==> src/pkg/stm_pkg.sv <==
// Package: constants, field layouts and carrier types of the standard timer
package stm_pkg;

	// ==========================================================
	// Widths
	localparam int ADDR_W = 4;
	localparam int DATA_W = 16;
	localparam int CNT_W  = 16;
	localparam int CMPP_W = 8;
	localparam int SPAN_W = 17;

	// ==========================================================
	// Register offsets
	localparam logic [ADDR_W-1:0] OFF_CTRL0 = 4'h0;
	localparam logic [ADDR_W-1:0] OFF_CTRL1 = 4'h1;
	localparam logic [ADDR_W-1:0] OFF_COUNT = 4'h2;
	localparam logic [ADDR_W-1:0] OFF_CMPA  = 4'h3;
	localparam logic [ADDR_W-1:0] OFF_CMPP  = 4'h4;
	localparam logic [ADDR_W-1:0] OFF_FLAGS = 4'h5;

	// ==========================================================
	// Bit positions
	localparam int CTRL0_RUN_BIT  = 0;
	localparam int CTRL0_TRIG_BIT = 1;
	localparam int FLAG_A_BIT     = 0;
	localparam int FLAG_P_BIT     = 1;
	localparam int CTRL1_LSB      = 0;
	localparam int CTRL1_MSB      = 7;
	localparam int CMPP_LSB       = 0;
	localparam int CMPP_MSB       = 7;

	// ==========================================================
	// Mode field codes
	localparam logic [1:0] MODE_CMP = 2'h0;
	localparam logic [1:0] MODE_CAP = 2'h1;
	localparam logic [1:0] MODE_PWM = 2'h2;
	localparam logic [1:0] MODE_TC  = 2'h3;

	// Pin function codes, compare match
	localparam logic [1:0] PF_NOCHG  = 2'h0;
	localparam logic [1:0] PF_LOW    = 2'h1;
	localparam logic [1:0] PF_HIGH   = 2'h2;
	localparam logic [1:0] PF_TOGGLE = 2'h3;
	// Pin function codes, PWM and single pulse
	localparam logic [1:0] PF_INACT  = 2'h0;
	localparam logic [1:0] PF_ACT    = 2'h1;
	localparam logic [1:0] PF_WAVE   = 2'h2;
	localparam logic [1:0] PF_PULSE  = 2'h3;
	// Pin function codes, capture
	localparam logic [1:0] CAP_RISE  = 2'h0;
	localparam logic [1:0] CAP_FALL  = 2'h1;
	localparam logic [1:0] CAP_BOTH  = 2'h2;
	localparam logic [1:0] CAP_OFF   = 2'h3;

	// ==========================================================
	// Counter constants
	localparam logic [CNT_W-1:0]  CNT_ZERO  = 16'h0000;
	localparam logic [CNT_W-1:0]  CNT_ONE   = 16'h0001;
	localparam logic [CMPP_W-1:0] CMPP_ZERO = 8'h00;
	localparam logic [CMPP_W-1:0] CMPP_ONE  = 8'h01;
	localparam logic [7:0]        LOW_MAX   = 8'hFF;
	localparam logic [SPAN_W-1:0] SPAN_FULL = 17'h10000;
	localparam logic [DATA_W-1:0] DATA_ZERO = 16'h0000;

	// ==========================================================
	// Carrier types
	typedef struct packed {
		logic [1:0] mode;
		logic [1:0] pin_function;
		logic       output_level_select;
		logic       output_invert;
		logic       duty_period_swap;
		logic       counter_clear_select;
	} stm_ctrl_t;

	typedef struct packed {
		logic              wr;
		logic              rd;
		logic [ADDR_W-1:0] addr;
		logic [DATA_W-1:0] wdata;
	} stm_bus_req_t;

	localparam stm_ctrl_t CTRL_RST = 8'h00;

endpackage

==> src/design/stm_sync.sv <==
// Three-stage pin synchroniser with agreement filter
`timescale 1ns/1ps
`default_nettype none

module stm_sync (
	// Clock and reset
	input  wire logic clk,
	input  wire logic arst_n,
	// Pin and clean level
	input  wire logic pin_in,
	output var  logic level_out
);

	// ==========================================================
	// Stages
	logic meta_ff;
	logic sync_ff;
	logic hold_ff;

	// First stage feeds only the second
	always_ff @(posedge clk or negedge arst_n) begin
		if (!arst_n) begin
			meta_ff <= 1'b0;
			sync_ff <= 1'b0;
			hold_ff <= 1'b0;
		end else begin
			meta_ff <= pin_in;
			sync_ff <= meta_ff;
			hold_ff <= sync_ff;
		end
	end

	// Change accepted once stages two and three agree
	always_ff @(posedge clk or negedge arst_n) begin
		if (!arst_n) begin
			level_out <= 1'b0;
		end else if (sync_ff == hold_ff) begin
			level_out <= hold_ff;
		end
	end

endmodule // stm_sync

`default_nettype wire

==> src/design/stm_timer.sv <==
// Standard 16-bit timer: compare, PWM, single pulse, capture, timer modes
`timescale 1ns/1ps
`default_nettype none

module stm_timer (
	// Clock and reset
	input  wire logic                        clk,
	input  wire logic                        arst_n,
	// Register port
	input  wire stm_pkg::stm_bus_req_t       bus_req,
	output var  logic [stm_pkg::DATA_W-1:0]  rdata,
	// External pins
	input  wire logic                        external_clock_trigger_pin,
	input  wire logic                        capture_input_pin,
	output var  logic                        wave_out,
	output var  logic                        wave_oe_n,
	// Status
	output logic                             compare_a_flag,
	output logic                             compare_p_flag
);

	// ==========================================================
	// Declarations
	stm_pkg::stm_ctrl_t              ctrl_ff;
	logic                            counter_run_bit_ff;
	logic                            trig_fall_ff;
	logic                            run_prev_ff;
	logic [stm_pkg::CNT_W-1:0]       cnt_ff;
	logic [stm_pkg::CNT_W-1:0]       compare_value_a_ff;
	logic [stm_pkg::CMPP_W-1:0]      compare_value_p_ff;
	logic                            flag_a_ff;
	logic                            flag_p_ff;
	logic                            out_lvl_ff;
	logic                            trig_prev_ff;
	logic                            cap_prev_ff;
	logic                            trig_lvl;
	logic                            cap_lvl;
	logic                            nxt_run;
	logic [stm_pkg::DATA_W-1:0]      nxt_rdata;
	logic                            nxt_wave;
	logic                            is_cmp;
	logic                            is_pwm;
	logic                            is_sp;
	logic                            is_cap;
	logic                            run_rise;
	logic                            active;
	logic                            a_hit;
	logic                            p_hit;
	logic                            cnt_clr;
	logic                            a_set;
	logic                            p_set;
	logic                            cap_evt;
	logic                            trig_edge;
	logic                            pwm_on;
	logic [stm_pkg::SPAN_W-1:0]      period;
	logic [stm_pkg::SPAN_W-1:0]      duty;
	logic                            wr_ctrl0;
	logic                            wr_ctrl1;
	logic                            wr_cmpa;
	logic                            wr_cmpp;
	logic                            wr_flags;

	// ==========================================================
	// Helpers
	// Zero in a 16-bit compare value means a full 65536-clock span
	function automatic logic [stm_pkg::SPAN_W-1:0] a_span(
		input logic [stm_pkg::CNT_W-1:0] v);
		a_span = (v == stm_pkg::CNT_ZERO) ? stm_pkg::SPAN_FULL
			: {1'b0, v};
	endfunction

	function automatic logic [stm_pkg::SPAN_W-1:0] p_span(
		input logic [stm_pkg::CMPP_W-1:0] v);
		p_span = (v == stm_pkg::CMPP_ZERO) ? stm_pkg::SPAN_FULL
			: {1'b0, v, stm_pkg::LOW_MAX ^ stm_pkg::LOW_MAX};
	endfunction

	function automatic logic is_wr(input stm_pkg::stm_bus_req_t r,
		input logic [stm_pkg::ADDR_W-1:0] off);
		is_wr = r.wr && (r.addr == off);
	endfunction

	// ==========================================================
	// Pin synchronisers
	stm_sync u_trig_sync (
		.clk       (clk),
		.arst_n    (arst_n),
		.pin_in    (external_clock_trigger_pin),
		.level_out (trig_lvl)
	);

	stm_sync u_cap_sync (
		.clk       (clk),
		.arst_n    (arst_n),
		.pin_in    (capture_input_pin),
		.level_out (cap_lvl)
	);

	// ==========================================================
	// Decode
	always_comb begin
		wr_ctrl0 = is_wr(bus_req, stm_pkg::OFF_CTRL0);
		wr_ctrl1 = is_wr(bus_req, stm_pkg::OFF_CTRL1);
		wr_cmpa  = is_wr(bus_req, stm_pkg::OFF_CMPA);
		wr_cmpp  = is_wr(bus_req, stm_pkg::OFF_CMPP);
		wr_flags = is_wr(bus_req, stm_pkg::OFF_FLAGS);
		is_cmp   = (ctrl_ff.mode == stm_pkg::MODE_CMP)
			|| (ctrl_ff.mode == stm_pkg::MODE_TC);
		is_pwm   = (ctrl_ff.mode == stm_pkg::MODE_PWM)
			&& (ctrl_ff.pin_function != stm_pkg::PF_PULSE);
		is_sp    = (ctrl_ff.mode == stm_pkg::MODE_PWM)
			&& (ctrl_ff.pin_function == stm_pkg::PF_PULSE);
		is_cap   = (ctrl_ff.mode == stm_pkg::MODE_CAP);
		run_rise = counter_run_bit_ff && !run_prev_ff;
		active   = counter_run_bit_ff && !run_rise;
	end

	// ==========================================================
	// Comparators
	// Hits fire on the last count of a span so the span is exact
	always_comb begin
		a_hit = active
			&& (cnt_ff == compare_value_a_ff - stm_pkg::CNT_ONE);
		p_hit = active && (cnt_ff[7:0] == stm_pkg::LOW_MAX)
			&& (cnt_ff[15:8] == compare_value_p_ff - stm_pkg::CMPP_ONE);
		unique case (1'b1)
			is_cmp:  cnt_clr = ctrl_ff.counter_clear_select
				? a_hit : p_hit;
			is_pwm:  cnt_clr = ctrl_ff.duty_period_swap
				? a_hit : p_hit;
			is_cap:  cnt_clr = p_hit;
			default: cnt_clr = 1'b0;
		endcase
	end

	// ==========================================================
	// Edge detection
	always_comb begin
		trig_edge = is_sp && (trig_fall_ff ? (!trig_lvl && trig_prev_ff)
			: (trig_lvl && !trig_prev_ff));
		unique case (ctrl_ff.pin_function)
			stm_pkg::CAP_RISE: cap_evt = cap_lvl && !cap_prev_ff;
			stm_pkg::CAP_FALL: cap_evt = !cap_lvl && cap_prev_ff;
			stm_pkg::CAP_BOTH: cap_evt = cap_lvl != cap_prev_ff;
			stm_pkg::CAP_OFF:  cap_evt = 1'b0;
		endcase
		cap_evt = cap_evt && is_cap && counter_run_bit_ff;
	end

	always_ff @(posedge clk or negedge arst_n) begin
		if (!arst_n) begin
			trig_prev_ff <= 1'b0;
			cap_prev_ff  <= 1'b0;
		end else begin
			trig_prev_ff <= trig_lvl;
			cap_prev_ff  <= cap_lvl;
		end
	end

	// ==========================================================
	// Flags
	always_comb begin
		a_set = (a_hit && (is_pwm || is_sp || (is_cmp
			&& compare_value_a_ff != stm_pkg::CNT_ZERO)))
			|| cap_evt;
		p_set = p_hit && (is_pwm || is_cap
			|| (is_cmp && !ctrl_ff.counter_clear_select));
	end

	// Set wins over a write-one clear in the same cycle
	always_ff @(posedge clk or negedge arst_n) begin
		if (!arst_n) begin
			flag_a_ff <= 1'b0;
			flag_p_ff <= 1'b0;
		end else begin
			flag_a_ff <= a_set || (flag_a_ff
				&& !(wr_flags && bus_req.wdata[stm_pkg::FLAG_A_BIT]));
			flag_p_ff <= p_set || (flag_p_ff
				&& !(wr_flags && bus_req.wdata[stm_pkg::FLAG_P_BIT]));
		end
	end

	assign compare_a_flag = flag_a_ff;
	assign compare_p_flag = flag_p_ff;

	// ==========================================================
	// Control registers
	always_comb begin
		nxt_run = counter_run_bit_ff;
		if (wr_ctrl0) begin
			nxt_run = bus_req.wdata[stm_pkg::CTRL0_RUN_BIT];
		end
		if (is_sp && a_hit) begin
			nxt_run = 1'b0;
		end
		if (trig_edge) begin
			nxt_run = 1'b1;
		end
	end

	always_ff @(posedge clk or negedge arst_n) begin
		if (!arst_n) begin
			counter_run_bit_ff <= 1'b0;
			run_prev_ff        <= 1'b0;
			trig_fall_ff       <= 1'b0;
		end else begin
			counter_run_bit_ff <= nxt_run;
			run_prev_ff        <= counter_run_bit_ff;
			if (wr_ctrl0) begin
				trig_fall_ff <= bus_req.wdata[stm_pkg::CTRL0_TRIG_BIT];
			end
		end
	end

	// Mode changes are only safe while the counter is stopped
	always_ff @(posedge clk or negedge arst_n) begin
		if (!arst_n) begin
			ctrl_ff <= stm_pkg::CTRL_RST;
		end else if (wr_ctrl1) begin
			ctrl_ff <= bus_req.wdata[stm_pkg::CTRL1_MSB:stm_pkg::CTRL1_LSB];
		end
	end

	always_ff @(posedge clk or negedge arst_n) begin
		if (!arst_n) begin
			compare_value_p_ff <= stm_pkg::CMPP_ZERO;
		end else if (wr_cmpp) begin
			compare_value_p_ff <= bus_req.wdata[stm_pkg::CMPP_MSB:stm_pkg::CMPP_LSB];
		end
	end

	// Capture beats a software write in the same cycle
	always_ff @(posedge clk or negedge arst_n) begin
		if (!arst_n) begin
			compare_value_a_ff <= stm_pkg::CNT_ZERO;
		end else if (cap_evt) begin
			compare_value_a_ff <= cnt_ff;
		end else if (wr_cmpa) begin
			compare_value_a_ff <= bus_req.wdata;
		end
	end

	// ==========================================================
	// Counter
	always_ff @(posedge clk or negedge arst_n) begin
		if (!arst_n) begin
			cnt_ff <= stm_pkg::CNT_ZERO;
		end else if (run_rise || (active && cnt_clr)) begin
			cnt_ff <= stm_pkg::CNT_ZERO;
		end else if (active) begin
			cnt_ff <= cnt_ff + stm_pkg::CNT_ONE;
		end
	end

	// ==========================================================
	// Output waveform
	always_ff @(posedge clk or negedge arst_n) begin
		if (!arst_n) begin
			out_lvl_ff <= 1'b0;
		end else if (is_cmp && run_rise) begin
			out_lvl_ff <= ctrl_ff.output_level_select;
		end else if (is_cmp && a_set) begin
			unique case (ctrl_ff.pin_function)
				stm_pkg::PF_NOCHG:  out_lvl_ff <= out_lvl_ff;
				stm_pkg::PF_LOW:    out_lvl_ff <= 1'b0;
				stm_pkg::PF_HIGH:   out_lvl_ff <= 1'b1;
				stm_pkg::PF_TOGGLE: out_lvl_ff <= !out_lvl_ff;
			endcase
		end
	end

	always_comb begin
		period = ctrl_ff.duty_period_swap ? a_span(compare_value_a_ff)
			: p_span(compare_value_p_ff);
		duty   = ctrl_ff.duty_period_swap ? p_span(compare_value_p_ff)
			: {1'b0, compare_value_a_ff};
		pwm_on = counter_run_bit_ff && ((duty >= period)
			|| ({1'b0, cnt_ff} < duty));
		unique case (1'b1)
			is_cmp: nxt_wave = out_lvl_ff;
			is_sp:  nxt_wave = counter_run_bit_ff
				== ctrl_ff.output_level_select;
			is_pwm: begin
				unique case (ctrl_ff.pin_function)
					stm_pkg::PF_INACT: nxt_wave = !ctrl_ff.output_level_select;
					stm_pkg::PF_ACT:   nxt_wave = ctrl_ff.output_level_select;
					default:           nxt_wave = pwm_on
						== ctrl_ff.output_level_select;
				endcase
			end
			default: nxt_wave = 1'b0;
		endcase
		nxt_wave = nxt_wave ^ ctrl_ff.output_invert;
	end

	// Pin released in timer and capture modes
	always_ff @(posedge clk or negedge arst_n) begin
		if (!arst_n) begin
			wave_out  <= 1'b0;
			wave_oe_n <= 1'b1;
		end else begin
			wave_out  <= nxt_wave;
			wave_oe_n <= (ctrl_ff.mode == stm_pkg::MODE_TC) || is_cap;
		end
	end

	// ==========================================================
	// Read port
	always_comb begin
		nxt_rdata = stm_pkg::DATA_ZERO;
		if (bus_req.rd) begin
			unique case (bus_req.addr)
				stm_pkg::OFF_CTRL0: begin
					nxt_rdata[stm_pkg::CTRL0_RUN_BIT]  = counter_run_bit_ff;
					nxt_rdata[stm_pkg::CTRL0_TRIG_BIT] = trig_fall_ff;
				end
				stm_pkg::OFF_CTRL1: nxt_rdata[stm_pkg::CTRL1_MSB:stm_pkg::CTRL1_LSB] = ctrl_ff;
				stm_pkg::OFF_COUNT: nxt_rdata = cnt_ff;
				stm_pkg::OFF_CMPA:  nxt_rdata = compare_value_a_ff;
				stm_pkg::OFF_CMPP:  nxt_rdata[stm_pkg::CMPP_MSB:stm_pkg::CMPP_LSB] = compare_value_p_ff;
				stm_pkg::OFF_FLAGS: begin
					nxt_rdata[stm_pkg::FLAG_A_BIT] = flag_a_ff;
					nxt_rdata[stm_pkg::FLAG_P_BIT] = flag_p_ff;
				end
				default: nxt_rdata = stm_pkg::DATA_ZERO;
			endcase
		end
	end

	always_ff @(posedge clk or negedge arst_n) begin
		if (!arst_n) begin
			rdata <= stm_pkg::DATA_ZERO;
		end else begin
			rdata <= nxt_rdata;
		end
	end
endmodule // stm_timer

`default_nettype wire

==> config.mk <==
export PLATFORM = sky130hd
export DESIGN_NAME = stm_timer
export DESIGN_NICKNAME = d
export VERILOG_FILES = /design/src/pkg/stm_pkg.sv /design/src/design/stm_sync.sv /design/src/design/stm_timer.sv
export SDC_FILE = /design/constraint.sdc
export NUM_CORES = 1
export LEC_CHECK = 0
export BUFFER_PORTS_ARGS = -buffer_cell sky130_fd_sc_hd__buf_2
export CAP_MARGIN = 0
export CELL_PAD_IN_SITES_DETAIL_PLACEMENT = 2
export CELL_PAD_IN_SITES_GLOBAL_PLACEMENT = 2
export CORE_UTILIZATION = 24
export DETAILED_ROUTE_END_ITERATION = 6
export GPL_TIMING_DRIVEN = 1
export HOLD_SLACK_MARGIN = 0.08
export PLACE_DENSITY = 0.65
export SLEW_MARGIN = 20
export SYNTH_ARGS = -nofsm -noshare
export SYNTH_HDL_FRONTEND = slang
export SYNTH_SLANG_ARGS = --single-unit
==> constraint.sdc <==
create_clock -name clk -period 3.8 [get_ports clk]
set_input_delay 0.19 -clock clk [delete_from_list [all_inputs] [get_ports clk]]
set_output_delay 0.19 -clock clk [all_outputs]
set_load 0.005 [all_outputs]
==> results of run 1 <==
-- how the worst max path moves through the flow --
stage | start | end | slack [ns] | depth (start not counted)
after detailed placement | compare_value_p_ff[0] | wave_out | 0.36 | 14
after global routing | compare_value_p_ff[0] | wave_out | 0.07 | 14
after CTS | compare_value_p_ff[0] | wave_out | 0.36 | 14
after floorplan | compare_value_p_ff[0] | wave_out | 0.47 | 15
final | compare_value_p_ff[0] | wave_out | 0.33 | 14
after global placement | compare_value_p_ff[0] | wave_out | 0.60 | 14
-- final cells by class --
type	count	area, µm²	share of cell area, %
Multi-Input combinational cell	464	3300	50.3
Sequential cell	82	2050	31.3
Timing Repair Buffer	69	419	6.39
Tap cell	313	392	5.97
Clock buffer	9	225	3.43
Inverter	27	101	1.54
Clock inverter	7	68.8	1.05
-- flip-flops by register name, summed over array words and instances (netlist names) --
name and cells:
cnt_ff 16, compare_value_a_ff 16, rdata 16, compare_value_p_ff 8, ctrl_ff 8, cap_prev_ff 1, compare_a_flag 1, compare_p_flag 1
counter_run_bit_ff 1, out_lvl_ff 1, run_prev_ff 1, trig_fall_ff 1, trig_prev_ff 1, u_cap_sync.hold_ff 1, u_cap_sync.level_out 1, u_cap_sync.meta_ff 1
u_cap_sync.sync_ff 1, u_trig_sync.hold_ff 1, u_trig_sync.level_out 1, u_trig_sync.meta_ff 1, u_trig_sync.sync_ff 1, wave_oe_n 1, wave_out 1
-- metrics by stage --
step                setup WS, ns  power, W  utilization [%]
global placement           0.600   0.00328             27.2
global route              0.0738   0.00461             28.6
floorplan                  0.472   0.00268                -
CTS                        0.358   0.00437             28.6
detailed placement         0.355   0.00341             27.2
finish                     0.335   0.00433             28.6
-- routing by layer --
metal	vias up	wire length, µm
li1	2289	-
met1	2693	9860
met2	91	10800
met3	31	613
met4	0	444
met5	-	0
-- placed cells by master, fill, tap and decap left out, drive strengths merged, types with 2 or more instances in the layout --
cell         instances
a22oi               14
o211ai               3
buf                 66
a31oi                5
dlygate4sd3          3
mux2i               27
nor3                12
and3                10
clkbuf               9
or4                  4
o21a                 5
a22o                 5
nand3               23
and2                 3
xor2                18
nand2b               4
xnor2               23
clkinvlp             2
nand4               16
maj3                 2
inv                 32
and4                 2
a211oi               2
nand3b               4
a222oi               8
a21oi               38
nor4                10
nor3b                5
o2111ai              3
nor2b               15
o31ai                2
o22ai                2
or3                  2
o21ai               34
mux2                21
ha                  33
dfrtp               81
nand2               59
nor2                33
-- power by group --
| group | internal, W | total (W) | switching, W |
|---|---|---|---|
| Clock | 0.000464 | 0.000905 | 0.000440 |
| Sequential | 0.00106 | 0.00147 | 0.000416 |
| Combinational | 0.000800 | 0.00196 | 0.00116 |
-- cells by family after synthesis --
kind of cell | Yosys count
AO/OA/AOI/OAI | 134
AND/OR/NAND/NOR | 206
adder cells (fa/ha/maj) | 35
buffers and inverters | 82
flip-flops | 82
multiplexers | 48
XOR/XNOR | 41
==> results.md, run 1 <==
- 0 — hold violation total from the final report
- 35.8% — Max-slew headroom
- 24300 µm² — area of the die
- 21.7 mm — Routed WL
- 0 — number of warnings issued by yosys
- 0 — number of slew-limit violations in the final report
- 628 — Cells after Synth
- 9.05 µm² — synthesized area per cell
- 3.47 ns — minimum period implied by the final worst setup slack
- 35.7% — share of the synthesized area in the top cell type
- 4.04 ns — data required time at the worst endpoint
- 3.70 ns — Worst EP arrival
- 5 — router iterations before antenna repair
- 5690 µm² — Mapped Area
- 0 — max-capacitance violation count
- 100% — share of flip-flops with an asynchronous set or reset
- 0.105 ns — final-layout worst hold slack
- 712 — final layout net count
- clkbuf_16 — root buf cell
- false — RSZ-0062 raised after global routing
- 46 — number of top-level pins
- 2 — hold buffer count at CTS
- 3.28% — met3 track utilization from global routing
- 91.2% — share of the cycle needed by the critical path after routing
- 31.5% — fraction of met2 tracks used by global routing
- 16.4 mm — DPL Wire Length
- 7.61% — Adder-Cell Fraction of Synth Area
- 0.00872 ns — worst-case clock skew
- 0.33 ns — Register-to-Register Setup Slack
- compound AO/OA/AOI/OAI gates — gate family responsible for the most delay along the worst path
- 45 — PortBufs
- 18.5% — overall track demand over capacity in global routing
- 660 nW/µm² — power density over the cells
- 2 — crit path buf inv count
- 687 — number of nets in the synthesized netlist
- 22.4 µm — detail-routed net length per standard cell
- 0 — Setup Buffers After CTS
- 65 — post-synth cell types
- 55 — num rows
- 5104 — vias after detailed routing
- 0 — antenna diode count
- 0.289 GHz — achievable clock frequency
- 83 — largest net degree at the start of global routing
- met2 — global route hottest layer
- 0.36 ns — clock latency of the later-clocked register in the worst-skew pair
- 6560 µm² — post-route cell area
- flop — launching element type of the critical path
- reg2reg — critical path start-end classification
- 19.5% — simple-gate share of the synthesized area
- flop — CP endpoint kind
- 23.7% — met1 Usage GRT
- 2 — depth of the worst hold-timing path
- dfrtp_1 36%, ha_1 7.3%, mux2i_1 4.8% — top cells by area in the synthesized netlist
- 82 — flop and latch count out of synthesis
- inv_1, ha_1, nor3b_1, nand3_1, a31oi_1, inv_1, ha_1, and2_1, a221oi_1, o21ai_0, o21a_1, o41ai_1, nor2b_1, xor2_1 — worst path cell trace
- 6240 µm² — Post-DP Area
- 17.8% — proportion of layout cells with a drive suffix above 1
- simple AND/OR/NAND/NOR gates — largest family of logic cells by synthesized area
- 156 µm — die boundary width
- 81 x dfrtp_1, 59 x nand2_1, 48 x clkbuf_1 — commonest cells in the netlist
- 15.8% — compound-gate portion of the synthesized area
- 971 — final standard cell count with taps included and fillers excluded
- compare_value_p_ff[0] — launching point of the worst reg2reg path
- 0 — number of endpoints failing setup at the final stage
- 22900 µm² — Floorplan Core Area
- 952 — DP Cell Count
- 0.000245 V — largest vdd supply drop
- 0 — DRC Markers
- 36.1% — sequential share of the synthesized area
- 0 ns — Fin Setup TNS
- in2reg — type of the most critical hold path
- 2587 — total of fill cells in the finished design
- 82 — Clock Sinks
- completed — run status
- 270 — number of DRC markers after the initial detailed-route iteration
- wave_out — worst flop-to-flop path endpoint
- bus_req[7] — start point of the worst min-delay path
- 156 µm — die span in y
- 0.856 — last weighted congestion value of the routability-driven placer
- 5.26 — average vias per placed instance
- done — CTS tree
- 5609 — number of global-route vias before repair
- dfrtp_1 — cell with the biggest individual delay on the critical path
- 3 — count of H-tree levels built during CTS
- 0.49 ns — maximum cell stage delay along the critical path
- 0 — number of enable-type register cells in the synthesized netlist
- 14 — worst reg-to-reg path cell count
- 0 — antenna violations before repair
- 0 — post_cts resized
- 0 — remaining number of nets flagged by the antenna check after routing
- compare_value_p_ff[7] — Min-Delay Endpoint
- 0.954 ns — worst-margin pin slew
- dfrtp_1 — primary flip-flop cell chosen by synthesis mapping
- 24.8% — effective utilization at floorplan
- 2 — Clock Tree Buf Depth
- 6.32% — area share of xor/xnor cells in the synthesized design
- 2.92 nW — static power due to leakage
- 15.4% — Synth-to-Final Area Change
- 9 — Num CTS Buffers
- 8.91% — fraction of synthesized area in multiplexers
- 8 — critical path peak fanout
- dfrtp_1 — library cell with the highest instance count after synthesis
- 0.07 ns — clock transition time at the flip-flop clock pins of the worst setup and hold paths
- dfrtp_1 — cell taking the most area after synthesis
- 33.6 mm — first-pass GRT wire length
- 0 — grt ovf
No activity file was read; power rests on OpenSTA's default activity.
==> run 2, diff against run 1 <==
--- a/config.mk
+++ b/config.mk
@@ -7,13 +7,13 @@
 export LEC_CHECK = 0
 export BUFFER_PORTS_ARGS = -buffer_cell sky130_fd_sc_hd__buf_2
 export CAP_MARGIN = 0
-export CELL_PAD_IN_SITES_DETAIL_PLACEMENT = 2
-export CELL_PAD_IN_SITES_GLOBAL_PLACEMENT = 2
+export CELL_PAD_IN_SITES_DETAIL_PLACEMENT = 1
+export CELL_PAD_IN_SITES_GLOBAL_PLACEMENT = 1
 export CORE_UTILIZATION = 24
 export DETAILED_ROUTE_END_ITERATION = 6
 export GPL_TIMING_DRIVEN = 1
 export HOLD_SLACK_MARGIN = 0.08
-export PLACE_DENSITY = 0.65
+export PLACE_DENSITY = 0.57
 export SLEW_MARGIN = 20
 export SYNTH_ARGS = -nofsm -noshare
 export SYNTH_HDL_FRONTEND = slang
==> run 2 against run 1 <==
- register-to-register slack hardly changed
- sequential cell count stayed put
- sequential power hardly changed
- cell area is 0.48% lower
- critical path depth stayed put
- clock-buffer cell count stayed put
- critical path type unchanged
- largest power group unchanged
==> results.md, run 2 (synthesis results as in run 1) <==
- completed — run status
- 14.3 mm — DPL Wire Length, -13%
- 22900 µm² — Floorplan Core Area, unchanged
- 639 nW/µm² — power density over the cells, -3.2%
- 0 — hold violation total from the final report, unchanged
- 2050 µm² — Sequential Area, unchanged
- 0.07 ns — clock transition time at the flip-flop clock pins of the worst setup and hold paths, about the same
- 708 — final layout net count, -0.56%
- 0.00229 W — Internal Power, -1.1%
- dfrtp_1 — cell with the biggest individual delay on the critical path
- in2reg — type of the most critical hold path
- 0.0109 ns — worst-case clock skew, +0.00215 ns
- 5236 — number of global-route vias before repair, -6.7%
- 2680 — total of fill cells in the finished design, +3.6%
- compound AO/OA/AOI/OAI gates — gate family responsible for the most delay along the worst path
- 4.03 ns — data required time at the worst endpoint, about the same
- 3 — count of H-tree levels built during CTS, unchanged
- 83 — largest net degree at the start of global routing, unchanged
- 81 x dfrtp_1, 59 x nand2_1, 44 x buf_2, 38 x a21oi_1, 34 x o21ai_0 — commonest cells after routing, fill and taps aside
- 82 — Clock Sinks, unchanged
- 2 — hold buffer count at CTS, unchanged
- 2 — crit path buf inv count, unchanged
- clkbuf_16 — root buf cell
- 0.00418 W — Pwr Total, -3.6%
- 35.9% — sequential power share, +2.0 points
- 4915 — vias after detailed routing, -3.7%
- 156 µm — die span in y, unchanged
- inv_1, ha_1, nor3b_1, nand3_1, a31oi_1, inv_1, ha_1, and2_1, a221oi_1, o21ai_0, o21a_1, o41ai_1, nor2b_1, xor2_1 — worst path cell trace
- 0 — post_cts resized, unchanged
- 0.48 ns — maximum cell stage delay along the critical path, about the same
- 0.00188 W — P_sw, -6.5%
- 9 — Num CTS Buffers, unchanged
- flop — launching element type of the critical path
- 16.4% — overall track demand over capacity in global routing, -2.1 points
- 19.1 mm — Routed WL, -12%
- 306 — number of DRC markers after the initial detailed-route iteration, +13%
- false — RSZ-0062 raised after global routing
- 2.90 nW — static power due to leakage, -0.69%
- 0 — number of slew-limit violations in the final report, unchanged
- 156 µm — die boundary width, unchanged
- 0 — antenna violations before repair, unchanged
- dfrtp_1 — commonest non-fill, non-tap cell in the layout
- 3.69 ns — Worst EP arrival, about the same
- reg2reg — critical path start-end classification
- 19.8 µm — detail-routed net length per standard cell, -12%
- 3300 µm² — area occupied by multi-input gates, unchanged
- flop — CP endpoint kind
- 43.2% — relative contribution of combinational cells to total power, -2.0 points
- 45.1% — switching part of the total, -1.4 points
- done — CTS tree
- 30.3 mm — first-pass GRT wire length, -9.9%
- 0 ns — Fin Setup TNS, unchanged
- 0.919 ns — worst-margin pin slew, -0.0348 ns
- 0.290 GHz — achievable clock frequency, +0.36%
- 0.000227 V — largest vdd supply drop, -7.5%
- 24300 µm² — area of the die, unchanged
- 0 — DRC Markers, unchanged
- 55 — num rows, unchanged
- 7 — router iterations before antenna repair, +2
- 21.0% — clock share of power, about the same
- 0 — antenna diode count, unchanged
- 45 — PortBufs, unchanged
- 2 — Clock Tree Buf Depth, unchanged
- 38.5% — Max-slew headroom, +2.7 points
- 0 — grt ovf, unchanged
- 5.08 — average vias per placed instance, -3.3%
- 46 — number of top-level pins, unchanged
- cnt_ff (16), compare_value_a_ff (16), rdata (16) — largest registers ranked by flip-flop count
- 0.885 — last weighted congestion value of the routability-driven placer, +3.4%
- 24.8% — effective utilization at floorplan, unchanged
- 0 — number of endpoints failing setup at the final stage, unchanged
- 90.9% — share of the cycle needed by the critical path after routing, -0.33 points
- 0.35 ns — clock latency of the later-clocked register in the worst-skew pair, about the same
- 0 — Setup Buffers After CTS, unchanged
- 0 — remaining number of nets flagged by the antenna check after routing, unchanged
- 3.45 ns — minimum period implied by the final worst setup slack, -0.0124 ns
- 8 — critical path peak fanout, unchanged
- 14.9% — Synth-to-Final Area Change
- 17.3% — proportion of layout cells with a drive suffix above 1, -0.50 points
- 0 — max-capacitance violation count, unchanged
[run 2: power by group through the flow]
stage                     clock network [W]  logic [W]  registers [W]
after floorplan                           0    0.00150        0.00118
after detailed placement                  0    0.00179        0.00151
final                              0.000876    0.00180        0.00150
after CTS                          0.000906    0.00180        0.00149
after global placement                    0    0.00171        0.00150
after global routing               0.000931    0.00201        0.00154
[run 2: layout make-up]
cell class	count	share of cell area, %
multi-input cells	464	50.6
clock buffers	9	3.45
repair buffers	65	5.96
inverters	27	1.55
flip-flops and latches	82	31.4
well taps	313	6.00
clock inverters	7	1.03
[run 2: path summary, 6_finish.rpt]
kind,slack [ns],startpoint,end,cells past startpoint
max reg2reg,0.35,compare_value_p_ff[0],wave_out,14
max,0.35,compare_value_p_ff[0],wave_out,14
min reg2reg,0.35,u_trig_sync.meta_ff,u_trig_sync.sync_ff,0
min in group asynchronous,0.47,arst_n,u_trig_sync.meta_ff,2
min,0.1,bus_req[6],ctrl_ff[6],2
max in group asynchronous,2.79,arst_n,compare_value_a_ff[9],2
[run 2: metrics by stage]
| step | cells | instance area, µm² | worst slack (ns) | utilization [%] | hold WS [ns] |
|---|---|---|---|---|---|
| after floorplan | 628 | 5690 | 0.472 | - | -0.106 |
| after global placement | 948 | 6210 | 0.621 | 27.1 | 0.301 |
| after detailed placement | 948 | 6210 | 0.413 | 27.1 | 0.300 |
| after CTS | 966 | 6520 | 0.400 | 28.4 | 0.0848 |
| after global routing | 967 | 6530 | 0.159 | 28.5 | 0.104 |
| final | 967 | 6530 | 0.347 | 28.5 | 0.0986 |
[run 2: routing by layer]
metal | GRT usage [%] | vias to the layer above | wire length [µm]
li1 | - | 2292 | -
met2 | 26.0 | 120 | 8780
met1 | 22.7 | 2480 | 9220
met4 | 5.04 | 0 | 387
met3 | 2.81 | 23 | 750
met5 | 0 | - | 0
==> run 3, diff against run 2 <==
--- a/config.mk
+++ b/config.mk
@@ -5,7 +5,8 @@
 export SDC_FILE = /design/constraint.sdc
 export NUM_CORES = 1
 export LEC_CHECK = 0
-export BUFFER_PORTS_ARGS = -buffer_cell sky130_fd_sc_hd__buf_2
+export ABC_CLOCK_PERIOD_IN_PS = 3800
+export BUFFER_PORTS_ARGS = -buffer_cell sky130_fd_sc_hd__buf_4
 export CAP_MARGIN = 0
 export CELL_PAD_IN_SITES_DETAIL_PLACEMENT = 1
 export CELL_PAD_IN_SITES_GLOBAL_PLACEMENT = 1
==> run 3 against run 2 <==
- clock-buffer cell count grew 1
- global-route usage is 0.33 points higher
- critical endpoint unchanged
- combinational power up 2%
- sequential power about the same
- critical path type unchanged
- worst hold slack worse by 0.0098 ns
==> results.md, run 3 (synthesis results as in run 1) <==
- 0.287 GHz — achievable clock frequency, -0.85%
- 0.872 ns — worst-margin pin slew, -0.0471 ns
- 20.0 µm — detail-routed net length per standard cell, +1.1%
- 156 µm — die boundary width, unchanged
- 0 ns — Fin Setup TNS, unchanged
- 17.2% — proportion of layout cells with a drive suffix above 1, -0.053 points
- flop — launching element type of the critical path
- 0.886 — last weighted congestion value of the routability-driven placer, about the same
- 0.0102 ns — worst-case clock skew, -0.000651 ns
- 710 — final layout net count, +0.28%
- 0 — antenna diode count, unchanged
- cnt_ff (16), compare_value_a_ff (16), rdata (16) — largest registers ranked by flip-flop count
- 8.97 mm — wire length on met2, +2.2%
- 55 — num rows, unchanged
- 41.3% — Max-slew headroom, +2.8 points
- 3.48 ns — minimum period implied by the final worst setup slack, +0.0295 ns
- 24300 µm² — area of the die, unchanged
- clkbuf_16 — root buf cell
- completed — run status
- 0 — post_cts resized, unchanged
- 0.0888 ns — final-layout worst hold slack, -0.00979 ns
- in2reg — type of the most critical hold path
- 29.0% — end-of-flow core utilization, +0.50 points
- 14.5 mm — DPL Wire Length, +1.5%
- 312 — number of DRC markers after the initial detailed-route iteration, +2.0%
- 22900 µm² — Floorplan Core Area, unchanged
- 156 µm — die span in y, unchanged
- 0 — DRC Markers, unchanged
- 969 — final standard cell count with taps included and fillers excluded, +0.21%
- ha_1 — critical path's most frequent cell
- done — CTS tree
- 16.8% — overall track demand over capacity in global routing, +0.33 points
- 0.35 ns — clock latency of the later-clocked register in the worst-skew pair, about the same
- 8 — critical path peak fanout, unchanged
- 2050 µm² — Sequential Area, unchanged
- 16.9% — Synth-to-Final Area Change
- 0.00418 W — Pwr Total, about the same
- 629 nW/µm² — power density over the cells, -1.7%
- 0 — Setup Buffers After CTS, unchanged
- 0 — hold violation total from the final report, unchanged
- dfrtp_1 — commonest non-fill, non-tap cell in the layout
- 0 — number of slew-limit violations in the final report, unchanged
- 9.13 mm — routed length on met1, -0.94%
- 2685 — total of fill cells in the finished design, +0.19%
- 46 — number of top-level pins, unchanged
- inv_1, ha_1, nor3b_1, nand3_1, and3_1, a21oi_1, ha_1, and2_1, a221oi_1, o21ai_0, o21a_1, o41ai_1, nor2b_1, xor2_1 — worst path cell trace
- 14 — worst reg-to-reg path cell count, unchanged
- 5.14 — average vias per placed instance, +1.2%
- 4 — hold buffer count at CTS, +2
- 2 — depth of the worst hold-timing path, unchanged
- 0 — grt ovf, unchanged
- 949 — DP Cell Count, +0.11%
- 19.4 mm — Routed WL, +1.3%
- 2 — Clock Tree Buf Depth, unchanged
- 3.72 ns — Worst EP arrival, +0.03 ns
- 5176 — number of global-route vias before repair, -1.1%
- 3 — count of H-tree levels built during CTS, unchanged
- flop — CP endpoint kind
- 83 — largest net degree at the start of global routing, unchanged
- 14 — number of gates on the worst path with buffers counted, unchanged
- 4.04 ns — data required time at the worst endpoint, about the same
- 0.000225 V — largest vdd supply drop, -0.81%
- 4 — router iterations before antenna repair, -3
- 3300 µm² — area occupied by multi-input gates, unchanged
- simple AND/OR/NAND/NOR gates — gate family responsible for the most delay along the worst path
- 1 — crit path buf inv count, -1
- dfrtp_1 — cell with the biggest individual delay on the critical path
- 0 — max-capacitance violation count, unchanged
- 0 — number of endpoints failing setup at the final stage, unchanged
- 4984 — vias after detailed routing, +1.4%
- 81 x dfrtp_1, 62 x buf_4, 59 x nand2_1, 38 x a21oi_1, 34 x o21ai_0 — commonest cells after routing, fill and taps aside
- 956 µm — length of routed met3 wiring, +27%
- 45 — PortBufs, unchanged
- 30.5 mm — first-pass GRT wire length, +0.71%
- 0.07 ns — clock transition time at the flip-flop clock pins of the worst setup and hold paths, about the same
- reg2reg — critical path start-end classification
- 91.6% — share of the cycle needed by the critical path after routing, +0.78 points
- met4 — uppermost routed layer
- 2.92 nW — static power due to leakage, +0.71%
- 82 — Clock Sinks, unchanged
- 9 — Num CTS Buffers, unchanged
- 0.47 ns — maximum cell stage delay along the critical path, about the same
- 0 — remaining number of nets flagged by the antenna check after routing, unchanged
- false — RSZ-0062 raised after global routing
- 24.8% — effective utilization at floorplan, unchanged
- 0 — antenna violations before repair, unchanged
## run 3: worst paths after layout
path,from,end,slack (ns)
setup / recovery,compare_value_p_ff[0],wave_out,0.32
hold / removal,bus_req[7],ctrl_ff[7],0.09
setup reg to reg,compare_value_p_ff[0],wave_out,0.32
hold reg to reg,u_cap_sync.meta_ff,u_cap_sync.sync_ff,0.35
max in group asynchronous,arst_n,cnt_ff[12],2.76
min in group asynchronous,arst_n,u_cap_sync.hold_ff,0.44
## run 3: cell type report
class                           count  share of cell area [%]
Inverter                           27                    1.52
Timing Repair Buffer               67                    7.77
Sequential cell                    82                    30.9
Clock inverter                      6                   0.753
Tap cell                          313                    5.89
Multi-Input combinational cell    464                    49.7
Clock buffer                       10                    3.45
## run 3: worst register-to-register path: stages (launching register included)
cell,delay [ns]
dfrtp_1,0.47
inv_1,0.09
ha_1,0.18
nor3b_1,0.35
nand3_1,0.27
and3_1,0.27
a21oi_1,0.13
ha_1,0.24
and2_1,0.15
a221oi_1,0.27
o21ai_0,0.15
o21a_1,0.20
o41ai_1,0.35
nor2b_1,0.10
xor2_1,0.15
## run 3: through the flow
step	area (µm²)	setup WS (ns)
2_1_floorplan	5690	0.472
3_3_place_gp	6320	0.581
3_5_place_dp	6320	0.359
4_1_cts	6640	0.341
5_1_grt	6650	0.102
6_report	6650	0.318
## run 3: metal layers
metal	vias up	global-route usage, %
li1	2288	-
met2	124	26.6
met4	0	4.62
met3	22	3.64
met5	-	0
met1	2550	22.9
## run 3: report_power, final
part	total, W	switching [W]	internal (W)
Sequential	0.00148	0.000426	0.00106
Clock	0.000857	0.000406	0.000451
Combinational	0.00184	0.00105	0.000795
